`src/pkg/crtc_pkg.sv`:
```
package crtc_pkg;
  // Register byte offsets
  localparam logic [7:0] OFS_DIV    = 8'h00;  // Divider minus one
  localparam logic [7:0] OFS_SETUP0 = 8'h04;  // Setup year, month, day
  localparam logic [7:0] OFS_SETUP1 = 8'h08;  // Setup weekday, hour, minute, second
  localparam logic [7:0] OFS_CTRL   = 8'h0c;  // Control and status
  localparam logic [7:0] OFS_ALARM0 = 8'h10;  // Alarm date and enables
  localparam logic [7:0] OFS_ALARM1 = 8'h14;  // Alarm time and enables
  localparam logic [7:0] OFS_TIME1  = 8'h18;  // Current date, snapshot
  localparam logic [7:0] OFS_TIME0  = 8'h1c;  // Current time, latches date
  // Field widths
  localparam int YEAR_W = 12;
  localparam int MON_W  = 4;
  localparam int DAY_W  = 5;
  localparam int DOW_W  = 3;
  localparam int HOUR_W = 5;
  localparam int MIN_W  = 6;
  localparam int SEC_W  = 6;
  localparam int DIV_W  = 16;
  // Field positions in date words
  localparam int YEAR_LSB = 12;
  localparam int MON_LSB  = 8;
  localparam int DAY_LSB  = 0;
  // Field positions in time words
  localparam int DOW_LSB  = 24;
  localparam int HOUR_LSB = 16;
  localparam int MIN_LSB  = 8;
  localparam int SEC_LSB  = 0;
  // Control bits
  localparam int CTRL_EN_BIT   = 0;
  localparam int CTRL_RUN_BIT  = 1;
  localparam int CTRL_LOAD_BIT = 4;
  localparam int CTRL_INH_BIT  = 8;
  // Alarm enables: date word bits 28..24, time word bits 31..28
  localparam int AL_GLOBAL_BIT = 28;
  localparam int AL_YEAR_BIT   = 26;
  localparam int AL_MON_BIT    = 25;
  localparam int AL_DAY_BIT    = 24;
  localparam int AL_DOW_BIT    = 31;
  localparam int AL_HOUR_BIT   = 30;
  localparam int AL_MIN_BIT    = 29;
  localparam int AL_SEC_BIT    = 28;
  // Reference periods between a write and its effect
  localparam logic [1:0] XFER_REF_PERIODS = 2'd2;
  // Calendar limits
  localparam logic [SEC_W-1:0]  SEC_LAST   = 6'd59;
  localparam logic [MIN_W-1:0]  MIN_LAST   = 6'd59;
  localparam logic [HOUR_W-1:0] HOUR_LAST  = 5'd23;
  localparam logic [DOW_W-1:0]  DOW_LAST   = 3'd6;
  localparam logic [MON_W-1:0]  MON_LAST   = 4'd12;
  localparam logic [MON_W-1:0]  MON_FEB    = 4'd2;
  localparam logic [DAY_W-1:0]  DAY_FIRST  = 5'd1;
  localparam logic [MON_W-1:0]  MON_FIRST  = 4'd1;
endpackage : crtc_pkg

```
`src/rtl/crtc_top.sv`:
```
`timescale 1ns/100ps
module crtc_top import crtc_pkg::*; (
  // Clock and reset
  input  wire logic        sys_clk,
  input  wire logic        rstn,
  // AHB-Lite slave
  input  wire logic        hsel,
  input  wire logic [31:0] haddr,
  input  wire logic [1:0]  htrans,
  input  wire logic        hwrite,
  input  wire logic [2:0]  hsize,
  input  wire logic [31:0] hwdata,
  input  wire logic        hready,
  output logic      [31:0] hrdata,
  output logic             hreadyout,
  output logic             hresp,
  // Reference clock pin
  input  wire logic        ref_clk_in,
  // Alarm outputs
  output logic             alarm_irq,
  output logic             ring_oscillator_wake,
  output logic             crystal_oscillator_wake
);
  // Reference pin synchroniser and edge history
  logic              ref_s1_q, ref_s2_q, ref_s3_q;
  // Bus address phase capture
  logic              wr_pend_q;
  logic [7:0]        wr_addr_q;
  // Software side registers
  logic [31:0]       setup0_q, setup1_q, alarm0_q, alarm1_q;
  logic [DIV_W-1:0]  div_q;
  logic              en_q, inh_q, load_q;
  logic [31:0]       snap1_q;               // Date snapshot taken on time read
  // Reference side copies
  logic [1:0]        xfer_q;                // Reference edges left before apply
  logic              act_en_q, act_inh_q;
  logic [DIV_W-1:0]  act_div_q, div_cnt_q;
  // Time counters
  logic [YEAR_W-1:0] year_q;
  logic [MON_W-1:0]  mon_q;
  logic [DAY_W-1:0]  day_q;
  logic [DOW_W-1:0]  dow_q;
  logic [HOUR_W-1:0] hour_q;
  logic [MIN_W-1:0]  min_q;
  logic [SEC_W-1:0]  sec_q;

  // Bus decode
  wire        addr_ph  = hsel & htrans[1] & hready;
  wire        rd_ph    = addr_ph & ~hwrite;
  wire [7:0]  ra       = haddr[7:0];
  wire        wr_do    = wr_pend_q;
  wire [31:0] date_w   = {8'h00, year_q, mon_q, 3'b000, day_q};
  wire [31:0] time_w   = {5'h00, dow_q, 3'b000, hour_q, 2'b00, min_q, 2'b00, sec_q};
  wire [31:0] ctrl_w   = {23'h0, inh_q, 3'b000, load_q, 2'b00, act_en_q, en_q};
  wire [31:0] rd_word  = (ra == OFS_DIV)    ? {16'h0000, div_q} :
                         (ra == OFS_SETUP0) ? setup0_q :
                         (ra == OFS_SETUP1) ? setup1_q :
                         (ra == OFS_CTRL)   ? ctrl_w :
                         (ra == OFS_ALARM0) ? alarm0_q :
                         (ra == OFS_ALARM1) ? alarm1_q :
                         (ra == OFS_TIME1)  ? snap1_q :
                         (ra == OFS_TIME0)  ? time_w : 32'h0000_0000;

  // Reference timing: edge, transfer apply and divider tick
  wire ref_edge = ref_s2_q & ~ref_s3_q;
  wire apply    = ref_edge & (xfer_q == 2'd1);
  wire tick     = ref_edge & (div_cnt_q == act_div_q);
  wire do_load  = apply & load_q;
  wire inc      = tick & act_en_q & ~do_load;

  // Calendar carries
  wire leap     = (year_q[1:0] == 2'b00) & ~act_inh_q;
  wire [DAY_W-1:0] last_day =
    (mon_q == MON_FEB) ? (leap ? 5'd29 : 5'd28) :
    (mon_q == 4'd4 || mon_q == 4'd6 || mon_q == 4'd9 || mon_q == 4'd11) ? 5'd30 : 5'd31;
  wire c_sec  = inc & (sec_q == SEC_LAST);
  wire c_min  = c_sec & (min_q == MIN_LAST);
  wire c_hour = c_min & (hour_q == HOUR_LAST);
  wire c_day  = c_hour & (day_q == last_day);
  wire c_mon  = c_day & (mon_q == MON_LAST);

  // Alarm match, disabled fields count as matched
  wire m_year = ~alarm0_q[AL_YEAR_BIT] | (alarm0_q[YEAR_LSB +: YEAR_W] == year_q);
  wire m_mon  = ~alarm0_q[AL_MON_BIT]  | (alarm0_q[MON_LSB +: MON_W] == mon_q);
  wire m_day  = ~alarm0_q[AL_DAY_BIT]  | (alarm0_q[DAY_LSB +: DAY_W] == day_q);
  wire m_dow  = ~alarm1_q[AL_DOW_BIT]  | (alarm1_q[DOW_LSB +: DOW_W] == dow_q);
  wire m_hour = ~alarm1_q[AL_HOUR_BIT] | (alarm1_q[HOUR_LSB +: HOUR_W] == hour_q);
  wire m_min  = ~alarm1_q[AL_MIN_BIT]  | (alarm1_q[MIN_LSB +: MIN_W] == min_q);
  wire m_sec  = ~alarm1_q[AL_SEC_BIT]  | (alarm1_q[SEC_LSB +: SEC_W] == sec_q);
  wire alarm_d = alarm0_q[AL_GLOBAL_BIT] & m_year & m_mon & m_day & m_dow & m_hour & m_min & m_sec;

  // Reference pin synchroniser and edge history
  always_ff @(posedge sys_clk) begin
    if (!rstn) begin
      {ref_s1_q, ref_s2_q, ref_s3_q} <= 3'b000;
    end else begin
      {ref_s1_q, ref_s2_q, ref_s3_q} <= {ref_clk_in, ref_s1_q, ref_s2_q};
    end
  end

  // Bus response, zero wait states, always OKAY
  always_ff @(posedge sys_clk) begin
    if (!rstn) begin
      wr_pend_q <= 1'b0;
      wr_addr_q <= 8'h00;
      hrdata    <= 32'h0000_0000;
      hreadyout <= 1'b0;
      hresp     <= 1'b0;
    end else begin
      wr_pend_q <= addr_ph & hwrite;
      wr_addr_q <= ra;
      hreadyout <= 1'b1;
      if (rd_ph) begin
        hrdata <= rd_word;
      end
    end
  end

  // Date snapshot: reading the time word latches the date word
  always_ff @(posedge sys_clk) begin
    if (!rstn) begin
      snap1_q <= 32'h0000_0000;
    end else if (rd_ph && ra == OFS_TIME0) begin
      snap1_q <= date_w;
    end
  end

  // Software registers; a new load request wins over its clear
  always_ff @(posedge sys_clk) begin
    if (!rstn) begin
      setup0_q <= 32'h0000_0000;
      setup1_q <= 32'h0000_0000;
      alarm0_q <= 32'h0000_0000;
      alarm1_q <= 32'h0000_0000;
      div_q    <= '0;
      en_q     <= 1'b0;
      inh_q    <= 1'b0;
      load_q   <= 1'b0;
    end else begin
      if (do_load) begin
        load_q <= 1'b0;
      end
      if (wr_do) begin
        unique case (wr_addr_q)
          OFS_DIV:    div_q    <= hwdata[DIV_W-1:0];
          OFS_SETUP0: setup0_q <= hwdata & 32'h00ff_ff1f;
          OFS_SETUP1: setup1_q <= hwdata & 32'h071f_3f3f;
          OFS_CTRL: begin
            en_q  <= hwdata[CTRL_EN_BIT];
            inh_q <= hwdata[CTRL_INH_BIT];
            if (hwdata[CTRL_LOAD_BIT]) begin
              load_q <= 1'b1;
            end
          end
          OFS_ALARM0: alarm0_q <= hwdata & 32'h17ff_ff1f;
          OFS_ALARM1: alarm1_q <= hwdata & 32'hf71f_3f3f;
          default: ;
        endcase
      end
    end
  end

  // Transfer to reference side two reference periods after a write
  always_ff @(posedge sys_clk) begin
    if (!rstn) begin
      xfer_q    <= 2'd0;
      act_en_q  <= 1'b0;
      act_inh_q <= 1'b0;
      act_div_q <= '0;
    end else begin
      if (wr_do) begin
        xfer_q <= XFER_REF_PERIODS;
      end else if (ref_edge && xfer_q != 2'd0) begin
        xfer_q <= xfer_q - 2'd1;
      end
      if (apply) begin
        act_en_q  <= en_q;
        act_inh_q <= inh_q;
        act_div_q <= div_q;
      end
    end
  end

  // One second divider
  always_ff @(posedge sys_clk) begin
    if (!rstn) begin
      div_cnt_q <= '0;
    end else if (!act_en_q || tick) begin
      div_cnt_q <= '0;
    end else if (ref_edge) begin
      div_cnt_q <= div_cnt_q + 16'h0001;
    end
  end

  // Time counters: load copies setup, tick advances
  always_ff @(posedge sys_clk) begin
    if (!rstn) begin
      {year_q, mon_q, day_q, dow_q, hour_q, min_q, sec_q} <= '0;
    end else if (do_load) begin
      year_q <= setup0_q[YEAR_LSB +: YEAR_W];
      mon_q  <= setup0_q[MON_LSB +: MON_W];
      day_q  <= setup0_q[DAY_LSB +: DAY_W];
      dow_q  <= setup1_q[DOW_LSB +: DOW_W];
      hour_q <= setup1_q[HOUR_LSB +: HOUR_W];
      min_q  <= setup1_q[MIN_LSB +: MIN_W];
      sec_q  <= setup1_q[SEC_LSB +: SEC_W];
    end else if (inc) begin
      sec_q <= c_sec ? '0 : sec_q + 6'd1;
      if (c_sec) begin
        min_q <= c_min ? '0 : min_q + 6'd1;
      end
      if (c_min) begin
        hour_q <= c_hour ? '0 : hour_q + 5'd1;
      end
      if (c_hour) begin
        dow_q <= (dow_q == DOW_LAST) ? '0 : dow_q + 3'd1;
        day_q <= c_day ? DAY_FIRST : day_q + 5'd1;
      end
      if (c_day) begin
        mon_q <= c_mon ? MON_FIRST : mon_q + 4'd1;
      end
      if (c_mon) begin
        year_q <= year_q + 12'd1;
      end
    end
  end

  // Alarm level to processors and both oscillators
  always_ff @(posedge sys_clk) begin
    if (!rstn) begin
      alarm_irq               <= 1'b0;
      ring_oscillator_wake    <= 1'b0;
      crystal_oscillator_wake <= 1'b0;
    end else begin
      alarm_irq               <= alarm_d;
      ring_oscillator_wake    <= alarm_d;
      crystal_oscillator_wake <= alarm_d;
    end
  end

  // Checks
  a_sec_wrap: assert property (@(posedge sys_clk) disable iff (!rstn)
    c_sec |=> sec_q == 6'd0 && min_q == $past(min_q) + 6'd1 || $past(c_min))
    else $error("second carry wrong");
  a_dow_wrap: assert property (@(posedge sys_clk) disable iff (!rstn)
    c_hour && dow_q == 3'd6 |=> dow_q == 3'd0)
    else $error("weekday wrap wrong");
  a_leap_feb: assert property (@(posedge sys_clk) disable iff (!rstn)
    c_hour && mon_q == 4'd2 && day_q == 5'd28 && year_q[1:0] == 2'b00 && !act_inh_q
    |=> day_q == 5'd29 && mon_q == 4'd2)
    else $error("leap day skipped");
  a_leap_inh: assert property (@(posedge sys_clk) disable iff (!rstn)
    c_hour && mon_q == 4'd2 && day_q == 5'd28 && act_inh_q |=> day_q == 5'd1 && mon_q == 4'd3)
    else $error("inhibit ignored");
  a_tick_div: assert property (@(posedge sys_clk) disable iff (!rstn)
    act_en_q && ref_edge && !tick && !apply |=> div_cnt_q == $past(div_cnt_q) + 16'h0001)
    else $error("divider count wrong");
  a_alarm_gate: assert property (@(posedge sys_clk) disable iff (!rstn)
    !alarm0_q[AL_GLOBAL_BIT] |=> !alarm_irq)
    else $error("alarm without global enable");
  a_wake_same: assert property (@(posedge sys_clk) disable iff (!rstn)
    alarm_irq == ring_oscillator_wake && alarm_irq == crystal_oscillator_wake)
    else $error("wake differs from alarm");
  a_load_copy: assert property (@(posedge sys_clk) disable iff (!rstn)
    do_load |=> sec_q == $past(setup1_q[5:0]) && day_q == $past(setup0_q[4:0]))
    else $error("load not copied");
  a_write_delay: assert property (@(posedge sys_clk) disable iff (!rstn)
    wr_do |=> xfer_q == 2'd2)
    else $error("transfer not armed");
endmodule : crtc_top

```
`config.mk`:
```
export PLATFORM = sky130hd
export DESIGN_NAME = crtc_top
export DESIGN_NICKNAME = d
export VERILOG_FILES = /design/src/pkg/crtc_pkg.sv /design/src/rtl/crtc_top.sv
export SDC_FILE = /design/constraint.sdc
export NUM_CORES = 1
export LEC_CHECK = 0
export BUFFER_PORTS_ARGS = -buffer_cell sky130_fd_sc_hd__buf_2
export CORE_MARGIN = 1.5
export CORE_UTILIZATION = 50
export DETAILED_ROUTE_END_ITERATION = 7
export PLACE_DENSITY = 0.69
export SETUP_SLACK_MARGIN = 0.5
export SLEW_MARGIN = 20
export SYNTH_ARGS = -nofsm -noshare
export SYNTH_HDL_FRONTEND = slang
export SYNTH_SLANG_ARGS = --single-unit
```
`constraint.sdc`:
```
create_clock -name sys_clk -period 5.95 [get_ports sys_clk]
set_clock_uncertainty 0.15 [all_clocks]
set_input_delay 1.19 -clock sys_clk [delete_from_list [all_inputs] [get_ports sys_clk]]
set_output_delay 1.19 -clock sys_clk [all_outputs]
set_load 0.005 [all_outputs]
```
==> results.yml <==
setup_path:
  crit_required_ps: 6180
  cp-start-kind: "input pin"
  arrival_ps: 3650
  path_max_fanout: 37
  reg2reg_from: "div_cnt_q[3]"
  reg2reg_to: "year_q[7]"
  crit_path_end_kind: "flip-flop"
  critPathKind: "input pin to flip-flop"
  startpoint: "haddr[2]"
  r2r_cells: 6
  rrSetupSlack_ps: 2670
floorplan:
  rows: 56
  io_pins: 112
  initial_core_util_pct: 51.0
  die_h_microns: 158
  fp.dieW_microns: 158
  die_area_sq_um: 24900
  core_sq_um: 23500
synth:
  synth-xor-area-share_pct: 5.70
  ys_ff_latch: 252
  synth.mux.area_fraction_pct: 5.87
  async_flop_share_pct: 0
  yosys.area_share.simple_pct: 23.3
  netlist_instances: 1466
  synth_compound_area_share_pct: 17.5
  ys_warn_count: 0
  synth_ff_type: "dfxtp_1"
  synth_area_sq_um: 12000
  synth_edf_count: 0
  synthAdderAreaFrac_pct: 1.36
  syn_area_per_cell_sq_um: 8.17
  ys_seq_area_share_pct: 42.1
  synth_top_family_by_area: "simple AND/OR/NAND/NOR gates"
  yosysUniqueCellTypes: 71
placement:
  place_hpwl_microns: 25200
  place_congestion: 0.957
  portBuffers: 80
cts:
  clock_latency_ps: 540
  cts_resized: 0
  holdBufCountCts: 0
  clock_sinks: 252
  cts-root-buf: "clkbuf_16"
  htree_levels: 1
  path_clk_slew_ps: 60
  cts_tree: "done"
  cts_max_path_buffers: 3
  post_cts_buffers: 0
  cts_inserted_buffers: 27
layout:
  final-seq-area_sq_um: 5040
  fillers: 2137
  nNetsFinal: 1581
  drive_gt1_share_pct: 12.4
  area_delta_synth_final_pct: 12.7
  layout_commonest_cell: "nand2_1"
  mostFrequentLayoutCells: "279 x nand2_1, 252 x dfxtp_1, 140 x a21oi_1"
  multiInputGateArea_sq_um: 6470
  n_antenna_cell: 0
  postLayoutCoreUtil_pct: 57.5
sta:
  tns_ps: 0
  tightest_slew_ps: 1130
  slew_violations: 0
  maxSlewHeadroom_pct: 24.6
  grt_setup_unrepaired: "no"
  fmax_ghz: 0.292
  finalWorstPathRequiredPeriod_ps: 3420
  setup_viol: 0
  finalCritPeriodShare_pct: 57.5
  hold_viol_final: 0
global_route:
  grt_pass1_vias: 10100
  overflow: 0
  grt_start_max_net_pins: 91
  grt_util_all_layers_pct: 30.0
  antenna_found_initial: 0
  grt_pass1_wl_microns: 57600
power_and_ir_drop:
  finalPower_w: 0.00365
  powerDensity_nw_per_um2: 271
  peakVddDrop_mv: 0.261
  leakage_nw: 5.04
run:
  cap_violations: 0
detailed_routing:
  first_pass_iters: 8
  drc: 0
  drtIter0Drc: 1168
  drt-total-wl_microns: 37100
  ant_nets: 0
  via_per_inst: 5.99
  routedWlPerCell_microns: 20.3
  dr_total_vias: 11000
hold_path:
  hold_class: "flip-flop to flip-flop"
  hold_path.startpoint: "ref_s1_q"
  hold_depth: 1
  min_to: "ref_s2_q"
run_status:
  status: "completed"
-- worst max-delay path: stages --
cell and delay [ps]:
buf_2 720, nand2_1 270, nor3_1 190, buf_4 280, nand2_1 640, nand2_1 250
a21oi_1 90
-- where the power goes --
group	switching (W)	leakage, nW	internal (W)
Combinational	0.0000953	2.54	0.0000437
Clock	0.000719	0.463	0.00108
Sequential	0.0000145	2.03	0.00170
Total	0.000829	5.04	0.00282
-- worst max-delay path by stage --
stage,slack (ps),end,cells past startpoint
floorplan,2850,hrdata[0],8
global placement,2120,snap1_q[16],7
detailed placement,2090,snap1_q[10],7
CTS,2640,snap1_q[10],7
global route,2420,snap1_q[15],7
finish,2530,snap1_q[10],7
-- through the flow --
step | worst slack [ps] | std cells | hold WS [ps] | cell area (sq um)
floorplan | 2850 | 1467 | 262 | 12000
global placement | 2120 | 1782 | 278 | 12500
detailed placement | 2090 | 1783 | 272 | 12500
CTS | 2640 | 1832 | 296 | 13500
global route | 2420 | 1832 | 318 | 13500
finish | 2530 | 1832 | 293 | 13500
-- layer usage --
metal,track usage (%),part of all wire (%),vias up
met5,0,0,-
met1,40.6,43,5198
met3,4.93,8.1,92
met4,12.2,3.9,0
met2,47.6,45,498
li1,-,-,5188
-- area by class of cell --
| cell class | instances | area share (%) |
|---|---|---|
| clock buffer | 35 | 5.67 |
| clock inverter | 14 | 1.37 |
| inverter | 12 | 0.371 |
| multi-input combinational | 1096 | 48.0 |
| sequential | 252 | 37.4 |
| tap | 319 | 2.96 |
| timing repair buffer | 104 | 4.30 |
-- cell usage after synthesis, types with 3 or more instances --
master	number	area share [%]
nand2_1	280	8.8
dfxtp_1	252	42
a21oi_1	140	5.8
nor2_1	126	3.9
clkbuf_1	81	2.5
mux2i_1	68	5.7
o21ai_0	52	2.2
nand3_1	49	2.0
xor2_1	46	3.4
xnor2_1	32	2.3
nor3_1	28	1.2
a22oi_1	22	1.4
nand4_1	18	0.94
a31oi_1	16	0.84
nand2b_1	16	0.84
o22ai_1	16	0.84
buf_2	15	0.63
and2_1	13	0.68
and3_1	13	0.68
ha_1	13	1.4
a211oi_1	11	0.69
inv_1	11	0.34
a221oi_1	10	0.73
nor4_1	10	0.52
o31ai_1	9	0.56
o211ai_1	8	0.50
a221o_1	7	0.58
a311oi_1	7	0.51
nor2b_1	6	0.31
a22o_1	5	0.37
buf_4	5	0.31
or2_2	5	0.26
buf_1	4	0.13
nor3b_1	4	0.25
nor4_4	4	0.71
o21a_1	4	0.25
a222oi_1	3	0.25
a32oi_1	3	0.22
and4_1	3	0.22
o2111ai_1	3	0.22
o21ba_2	3	0.25
or3_1	3	0.16
or4_1	3	0.19
-- registers in the layout (all words and copies together) (netlist names), 3 cells and up --
name / cells
setup1_q: 20
div_cnt_q: 16
wr_addr_q: 8
mon_q: 4
year_q: 12
act_div_q: 16
day_q: 5
min_q: 6
dow_q: 3
setup0_q: 21
alarm0_q: 25
snap1_q: 21
hour_q: 5
hrdata: 31
alarm1_q: 24
div_q: 16
sec_q: 6
-- cells by family (layout without fill, tap and decap cells) --
kind of cell	Yosys count	in the layout
mux	70	70
simple gates	599	599
xor+xnor	78	78
compound gates	334	334
fa+ha+maj	13	13
other cells	1	2
flops	252	252
buf+inv	119	165
Power figures use the tool's default switching activity.
